$ cat config.mk
export PLATFORM = sky130hd
export DESIGN_NAME = pfa_core
export DESIGN_NICKNAME = d
export VERILOG_FILES = /design/src/common/pfa_pkg.sv /design/src/rtl/pfa_clkdiv.sv /design/src/rtl/pfa_core.sv
export VERILOG_INCLUDE_DIRS = /design/src /design/src/common
export SDC_FILE = /design/constraint.sdc
export NUM_CORES = 1
export LEC_CHECK = 0
export BUFFER_PORTS_ARGS = -buffer_cell sky130_fd_sc_hd__buf_2
export CAP_MARGIN = 30
export CORE_MARGIN = 2
export CORE_UTILIZATION = 40
export CTS_CLUSTER_DIAMETER = 60
export CTS_CLUSTER_SIZE = 24
export DETAILED_ROUTE_END_ITERATION = 16
export PLACE_DENSITY = 0.76
export SYNTH_ARGS = -nofsm -noshare
export SYNTH_HDL_FRONTEND = slang
export SYNTH_HIERARCHICAL = 1
export SYNTH_SLANG_ARGS = --single-unit
export TNS_END_PERCENT = 1
$ cat constraint.sdc
create_clock -name clk_i -period 2.55 [get_ports clk_i]
set_input_delay 0.1275 -clock clk_i [delete_from_list [all_inputs] [get_ports clk_i]]
set_output_delay 0.1275 -clock clk_i [all_outputs]
set_load 0.05 [all_outputs]
$ cat src/common/pfa_cfg.svh
// constants for the program fetch and addressing block
`ifndef PFA_CFG_SVH
`define PFA_CFG_SVH
`define PFA_PC_W          13
`define PFA_INSTR_W       14
`define PFA_IMPL_AW       10
`define PFA_IMPL_WORDS    1024
`define PFA_RESET_VEC     13'h0000
`define PFA_INT_VEC       13'h0004
`define PFA_EE_AW         6
`define PFA_EE_WORDS      64
`define PFA_DATA_AW       8
`define PFA_DATA_W        8
`define PFA_CLK_DIV       4
`endif

$ cat src/common/pfa_pkg.sv
// types for the program fetch and addressing block
`include "pfa_cfg.svh"
package pfa_pkg;
  typedef logic [`PFA_PC_W-1:0] pfa_pc_t;

  // program store bus
  typedef struct packed {
    logic                    req;
    logic [`PFA_IMPL_AW-1:0] addr;
  } pfa_prog_bus_t;

  // data store bus
  typedef struct packed {
    logic                    req;
    logic                    we;
    logic [`PFA_DATA_AW-1:0] addr;
    logic [`PFA_DATA_W-1:0]  wdata;
  } pfa_data_bus_t;

  // eeprom access bus
  typedef struct packed {
    logic                  req;
    logic                  we;
    logic [`PFA_EE_AW-1:0] addr;
    logic [`PFA_DATA_W-1:0] wdata;
  } pfa_ee_bus_t;

  typedef enum logic [1:0] {
    PFA_Q1 = 2'b00,
    PFA_Q2 = 2'b01,
    PFA_Q3 = 2'b10,
    PFA_Q4 = 2'b11
  } pfa_phase_t;
endpackage : pfa_pkg

$ cat src/rtl/pfa_clkdiv.sv
// quarter-rate phase counter and instruction clock output
`timescale 1ns/1ps
module pfa_clkdiv (
  input  wire logic              clk_i,
  input  wire logic              rst_n_i,
  output pfa_pkg::pfa_phase_t    phase_o,
  output logic                   instr_clk_o
);
  import pfa_pkg::*;

  pfa_phase_t phase_q;
  logic       clk_q;

  // ==========================================
  // phase sequencer
  always_ff @(posedge clk_i or negedge rst_n_i) begin
    if (!rst_n_i) begin
      phase_q <= PFA_Q1;
      // clock is high in phases 0 and 1, so it leaves reset high
      clk_q   <= 1'b1;
    end else begin
      phase_q <= pfa_phase_t'(phase_q + 2'h1);
      clk_q   <= (phase_q == PFA_Q1) || (phase_q == PFA_Q4) ? 1'b1 : 1'b0;
    end
  end

  assign phase_o     = phase_q;
  assign instr_clk_o = clk_q;
endmodule : pfa_clkdiv

$ cat src/rtl/pfa_core.sv
// program fetch and memory addressing core
`timescale 1ns/1ps
`include "pfa_cfg.svh"
module pfa_core (
  input  wire logic                         clk_i,
  input  wire logic                         resetn_i,
  input  wire logic                         master_clear_n_i,
  input  wire logic                         rc_mode_i,
  input  wire logic                         int_take_i,
  input  wire logic                         branch_i,
  input  wire pfa_pkg::pfa_pc_t             branch_target_i,
  input  wire logic [`PFA_INSTR_W-1:0]      prog_rdata_i,
  input  wire logic                         data_req_i,
  input  wire logic                         data_we_i,
  input  wire logic [`PFA_DATA_AW-1:0]      data_addr_i,
  input  wire logic [`PFA_DATA_W-1:0]       data_wdata_i,
  input  wire logic                         ee_req_i,
  input  wire logic                         ee_we_i,
  input  wire logic [`PFA_EE_AW-1:0]        ee_ptr_i,
  input  wire logic [`PFA_DATA_W-1:0]       ee_wdata_i,
  output pfa_pkg::pfa_pc_t                  pc_o,
  output pfa_pkg::pfa_prog_bus_t            prog_bus_o,
  output pfa_pkg::pfa_data_bus_t            data_bus_o,
  output pfa_pkg::pfa_ee_bus_t              ee_bus_o,
  output logic [`PFA_INSTR_W-1:0]           instr_o,
  output logic                              instr_valid_o,
  output logic                              osc_output_instr_clock_o
);
  import pfa_pkg::*;

  // ==========================================
  // overview
  // fetch and data traffic run on separate buses
  // one instruction spans four edges of the oscillator clock
  // counter, fetch address and word capture share one phase count
  // interrupt beats branch, and branch beats the plain step
  // the counter is thirteen bits, the store sees only ten
  // eeprom traffic carries only the six-bit pointer
  // the rc clock output follows the phase count
  // inputs are taken as synchronous to clk_i
  // no software-visible registers live here

  // ==========================================
  // reset combination
  // either source alone puts the whole block in reset
  // both are levels, so reset lasts while either stays low
  // clears are async, so outputs drop without waiting for an edge
  // release is taken on the next clock edge as normal
  logic rst_n;
  assign rst_n = resetn_i & master_clear_n_i;

  // ==========================================
  // instruction phase generator
  // one instruction takes four oscillator edges
  // phase 0: fetch address goes out on the program bus
  // phase 1: program store answers on the next edge
  // phase 2: spare, data and eeprom buses keep running
  // phase 3: word taken, counter steps to next address
  // the divider restarts at phase 0 after every reset
  pfa_phase_t phase;
  logic       instr_clk;

  // phase count and divided clock share the combined reset
  pfa_clkdiv u_clkdiv (
    .clk_i       (clk_i),
    .rst_n_i     (rst_n),
    .phase_o     (phase),
    .instr_clk_o (instr_clk)
  );

  // fold a full address onto the implemented store
  // upper counter bits stay in the counter only
  function automatic logic [`PFA_IMPL_AW-1:0] pfa_fold(input pfa_pc_t a);
    pfa_fold = a[`PFA_IMPL_AW-1:0];
  endfunction : pfa_fold

  // step a counter value by one word
  // carry out of the top bit is dropped, so the count wraps
  function automatic pfa_pc_t pfa_step(input pfa_pc_t a);
    pfa_step = pfa_pc_t'(a + 13'h0001);
  endfunction : pfa_step

  // ==========================================
  // program counter next value
  // pc_q holds the address of the instruction in flight
  // it only moves on the phase 3 edge
  pfa_pc_t pc_q;
  pfa_pc_t pc_d;
  logic    cyc_end;
  logic    fetch_start;

  assign cyc_end     = (phase == PFA_Q4);
  assign fetch_start = (phase == PFA_Q1);

  // redirect sources and sequential next address
  logic    pc_redirect;
  pfa_pc_t pc_target;
  pfa_pc_t pc_seq;

  assign pc_redirect = int_take_i | branch_i;
  assign pc_target   = int_take_i ? `PFA_INT_VEC : branch_target_i;
  assign pc_seq      = pfa_step(pc_q);
  // counter holds except on the last phase edge
  // pc_d is what the counter takes on the next edge
  assign pc_d        = !cyc_end    ? pc_q :
                       pc_redirect ? pc_target :
                       pc_seq;

  // thirteen bits cover the whole 8K word space
  // reset vector is loaded by either reset source
  // counter, reset to vector zero
  always_ff @(posedge clk_i or negedge rst_n) begin
    if (!rst_n) begin
      pc_q <= `PFA_RESET_VEC;
    end else begin
      pc_q <= pc_d;
    end
  end

  // ==========================================
  // program bus, independent of data bus
  pfa_prog_bus_t prog_q;
  logic [`PFA_INSTR_W-1:0] instr_q;
  logic                    ivalid_q;

  pfa_prog_bus_t           prog_d;

  // next fetch request, address folded to the store width
  // req pulses once per instruction, in the cycle after phase 0
  // store has one edge of latency, word stands until phase 3
  assign prog_d = '{req: fetch_start, addr: pfa_fold(pc_q)};

  // only ten low bits address the store
  always_ff @(posedge clk_i or negedge rst_n) begin
    if (!rst_n) begin
      prog_q   <= '0;
      instr_q  <= '0;
      ivalid_q <= 1'b0;
    end else begin
      prog_q   <= prog_d;
      ivalid_q <= cyc_end;
      // store answer stands from phase 2, taken at phase 3
      if (cyc_end) begin
        instr_q <= prog_rdata_i;
      end
    end
  end

  // ==========================================
  // data and eeprom buses, same cycle as fetch
  pfa_data_bus_t data_q;
  pfa_ee_bus_t   ee_q;
  pfa_data_bus_t data_d;
  pfa_ee_bus_t   ee_d;

  // requests are copied through one register each
  // no phase gating, so a data access never waits for a fetch
  assign data_d = '{req: data_req_i, we: data_we_i, addr: data_addr_i, wdata: data_wdata_i};
  // pointer is six bits wide, so 0h to 3Fh is all it reaches
  assign ee_d   = '{req: ee_req_i, we: ee_we_i, addr: ee_ptr_i, wdata: ee_wdata_i};

  // data bus owns its flops, nothing shared with fetch
  // a fetch and a data access can finish in one cycle
  // data access runs alongside fetch
  always_ff @(posedge clk_i or negedge rst_n) begin
    if (!rst_n) begin
      data_q <= '0;
    end else begin
      data_q <= data_d;
    end
  end

  // registered like the data bus, no extra wait
  // eeprom through 6-bit pointer
  always_ff @(posedge clk_i or negedge rst_n) begin
    if (!rst_n) begin
      ee_q <= '0;
    end else begin
      ee_q <= ee_d;
    end
  end

  // ==========================================
  // oscillator output pin
  logic osc_q;
  logic osc_d;

  // divider clock passed out only in rc mode, else held low
  // a flop here keeps the pin free of gating glitches
  // turning rc mode on mid-instruction may give one short pulse
  assign osc_d = rc_mode_i & instr_clk;

  // quarter-rate clock in rc mode only
  always_ff @(posedge clk_i or negedge rst_n) begin
    if (!rst_n) begin
      osc_q <= 1'b0;
    end else begin
      osc_q <= osc_d;
    end
  end

  // ==========================================
  // outputs, each straight from a register
  assign pc_o                     = pc_q;
  assign prog_bus_o               = prog_q;
  assign data_bus_o               = data_q;
  assign ee_bus_o                 = ee_q;
  assign instr_o                  = instr_q;
  assign instr_valid_o            = ivalid_q;
  assign osc_output_instr_clock_o = osc_q;
endmodule : pfa_core

* After elaboration in Yosys (flattened, before gate mapping)
Index checks and enable logic that the tools add are counted.
W data, S select, Z words.
** Word-level totals
- ROM bits :: 0
- Memories kept :: 0
- Latch bits :: 0
- RAM bits :: 0
- Register bits after elaboration :: 77
- Bits of input ports :: 67
** Cells by class
- Equal/unequal tests :: 1
- Multiply operators :: 0
- Reduce and logical (&&, ||, !) cells :: 2
- Order comparisons :: 0
- Bitwise operators :: 3
- Shift operators :: 0
- Divide/modulo/power cells :: 0
- $add $sub $neg :: 2
- Mux-type cells :: 3
** Operator list (number)
- $mux W13 :: 2
- $add A13 B1 Y13 const B :: 1
- $add A2 B1 Y2 const B :: 1
- $and A1 B1 Y1 :: 2
- $eq A2 B2 Y1 const B :: 1
- $logic_not A2 Y1 :: 1
- $logic_or A1 B1 Y1 :: 1
- $mux W1 :: 1
- $or A1 B1 Y1 :: 1

* Longest topological paths before layout
- Word-level depth :: 3
- Gate-level depth with buffers :: 6
- Mapped depth without buffers :: 5

* Cells and area by module
The synthesis kept the hierarchy.
** By module, submodules not included
- pfa_core :: times used 1, area each 2522.4 um^2, cells each 177
- pfa_clkdiv :: times used 1, area each 97.6 um^2, cells each 6

* Worst setup path after synthesis
No wires, ideal clock.
- Kind :: register to register
- Start :: register pc_q[4], in the netlist pc_o[4]
- End :: register pc_q[9], in the netlist pc_o[9]
- Buffers on the path :: 0
- Slack :: 0.824 ns
- Setup time :: 0.087 ns
- Stages on the path, launching flop included :: 5
- Arrival time :: 1.639 ns
- Cells stage by stage :: dfrtp_1 > and4_1 > nand4_1 > or4_1 > o211ai_1
** On the way
- Word-level cells in the longest chain between the ends :: 2
** Ends and longest elaborated chain
- start, declared :: line pfa_core.sv:87 : pfa_pc_t pc_q;
- start signal, assigned :: line pfa_core.sv:114 : pc_q <= `PFA_RESET_VEC;
- start signal, assigned :: line pfa_core.sv:116 : pc_q <= pc_d;
- $add A13 B1 Y13 :: line pfa_core.sv:80 : pfa_step = pfa_pc_t'(a + 13'h0001);
- $mux W13 :: line pfa_core.sv:106 : pc_redirect ? pc_target :
Every way passes these cells.
A chain may end at the register's enable or synchronous reset.

==> flow_summary.ini <==
[clocking]
clock_sinks = 77
root_buffer = clkbuf_8
htreeDepth = 3
clk_pin_slew_ns = 0.08
cts_hold_buffers = 42
clk_latency_ns = 0.34
cts_buffers = 9
cts_tree = done
clk_path_buf_depth = 2
cts_resized = 0
post_cts_buffers = 0

[logic_synthesis]
syn_inst = 183
synth-xor-area-share = 0.00669
synth_top_area_cell = dfrtp_1
synth-simple-area-share = 0.0788
synth_compound_area_frac = 0.0755
synth_cell_type_count = 33
async_flop_share = 1.00
synth_top_family_by_area = multiplexers
synth_fa_ha_area_frac = 0.00478
synth.area.top_cells = dfrtp_1 (73%), mux2_2 (6.0%), o21ai_0 (2.7%), mux2i_1 (2.3%), a21oi_1 (1.9%)
yosysTopAreaCellShare = 0.726
synth_flop_cell = dfrtp_1
synthMuxAreaShare = 0.0831
yosys_warnings = 6
avgSynthCellArea_sq_um = 14.3
yosysSeqAreaShare = 0.736
syn_area_sq_um = 2620
synthesis.nets = 251
synth_seq_cells = 77
synth_edf_count = 0

[sta]
rsz0062_at_grt = no
setup_ws_ns = 0.959
hold_ws_ns = 0.0178
fin_crit_ns = 1.59
tightest_slew_ns = 0.571
fin_crit_sh = 0.624
finalSetupTns_ns = 0
hold_viol = 0
slew_headroom = 0.616
fmax_ghz = 0.628
setup_violations = 0
maxSlewViolCount = 0
fin_skew_ns = 0.00641

[worst_hold_path]
hp-start = prog_rdata_i[11]
hold_path_depth = 2
hold-path-endpoint = instr_o[11]
hold_path_class = input pin to flop

[floorplanning]
die_area_sq_um = 7210
die_y_um = 84.9
ios = 141
die_w_um = 84.9
core_sq_um = 6350
rows = 29
start_util = 0.413

[finish]
fin_area_sq_um = 4050
finalNetCount = 444
nFillCells = 481
diodes = 0
finalNonFillerCells = 458
area_delta_synth_final_pct = 54.5
drive_above_1_share = 0.457

[global_route]
track_usage = 0.198
use_met2 = 0.331
met3_usage = 0.0632
first_global_vias = 2287
grt-ovfl-total = 0
antenna_found_initial = 0
grt_pass1_wl_mm = 11.0
grt_start_max_net_pins = 78
busiest_layer = met2
grt.met1_usage = 0.243

[drt]
drc_errors = 0
avgViaCountPerCell = 4.84
vias = 2215
postRouteWirelength_mm = 6.98
first_iter_violations = 75
antenna_left = 0
wl_per_cell_um = 15.2
dr.pass1.iters = 4

[critical_path]
start_kind = input pin
setup.worst_path.start = master_clear_n_i
reg2reg_slack_ns = 1.00
worstSetupPathType = input pin to async pin
ff2ff_path_depth = 4
worstReg2RegEnd = instr_o[1]
regToRegStartpoint = u_clkdiv/phase_o[0]
required_ns = 3.00
crit_arrival_ns = 2.04
path_max_fanout = 73
critPathCaptureType = async pin

[pwr]
p_leak_uw = 0.00206
power_density_nw_per_um2 = 650
peakVddDrop_mv = 0.413

[place]
gp_congestion = 0.847
hpwlAfterDp_mm = 4.28
post-place-cells = 397
dpl-instance-area_sq_um = 3410
port_buffers = 140
pre_cts_ws_ns = 0.996

[job]
cap_violations = 0

[outcome]
outcome = complete, no violations
[registers in the layout, summed over array words and instances, names as in the netlist]
| register | flops |
|---|---|
| pc_o | 13 |
| u_clkdiv/instr_clk_o | 1 |
| instr_valid_o | 1 |
| u_clkdiv/phase_o | 2 |
| instr_o | 14 |
| ee_bus_o | 16 |
| prog_bus_o | 11 |
| osc_output_instr_clock_o | 1 |
| data_bus_o | 18 |
[Yosys cell counts, types with 3 or more instances]
| library cell | instances |
|---|---|
| mux2i_1 | 6 |
| dfrtp_1 | 76 |
| a21oi_1 | 10 |
| inv_1 | 5 |
| nor2_1 | 8 |
| mux2_2 | 14 |
| nor4_1 | 3 |
| a22oi_1 | 6 |
| nand4_1 | 3 |
| nand2_1 | 8 |
| nor3_1 | 4 |
| o21ai_0 | 14 |
[cell usage in the layout (no fill, tap or decap), types with 3 or more instances in the layout]
cell type        n
clkbuf_8         9
nand4_1          3
o21ai_0         14
nor3_1           4
nor2_1           8
a22oi_1          6
mux2i_1          6
dfrtp_1         76
clkinvlp_4       3
inv_1            5
nand2_1          8
mux2_2          14
buf_2          140
dlygate4sd3_1   44
nor4_1           3
a21oi_1         10
[critical path, cell delays in order]
cell and delay, ns:
dlygate4sd3_1 0.55, buf_2 0.11, and2_4 0.12, dlygate4sd3_1 0.75, buf_16 0.36
[metrics by stage]
| stage | total power [uW] | util |
|---|---|---|
| after floorplan | 1650 | - |
| after global routing | 2760 | 0.638 |
| final | 2630 | 0.638 |
| after CTS | 2650 | 0.630 |
| after global placement | 1790 | 0.538 |
| after detailed placement | 1800 | 0.538 |
[cells by family after synthesis]
family / Yosys count
AO/OA/AOI/OAI: 34
XOR/XNOR: 2
adder cells (fa/ha/maj): 1
buffers and inverters: 10
flip-flops: 77
multiplexers: 20
AND/OR/NAND/NOR: 39
[report_power, final]
group | internal, uW | leakage (uW) | switching, uW
clock network | 355 | 0.0000760 | 438
logic | 158 | 0.00102 | 347
registers | 1290 | 0.000960 | 45.0
total | 1800 | 0.00206 | 830
[worst max-delay path by stage]
| stage | slack (ns) | end |
|---|---|---|
| 2_1_floorplan | 0.03 | data_bus_o[0] |
| 3_3_place_gp | 1.04 | instr_o[2] |
| 3_5_place_dp | 1.0 | instr_o[6] |
| 4_1_cts | 0.99 | instr_o[13] |
| 5_1_grt | 0.80 | pc_o[7] |
| 6_report | 0.96 | u_clkdiv/instr_clk_o |
[area by class of cell]
type,count,area [sq um],share of cell area
flip-flops and latches,77,1930,0.476
multi-input cells,96,654,0.162
inverters,5,18.8,0.00464
clock inverters,5,36.3,0.00896
well taps,77,96.3,0.0238
clock buffers,11,131,0.0324
repair buffers,187,1180,0.292
[routing by layer]
layer | share of wire | routed length (um) | up-vias
li1 | - | - | 1030
met1 | 0.40 | 2790 | 1076
met2 | 0.51 | 3550 | 102
met3 | 0.081 | 566 | 7
met4 | 0.010 | 73 | 0
met5 | 0 | 0 | -
Power figures use the tool's default switching activity.
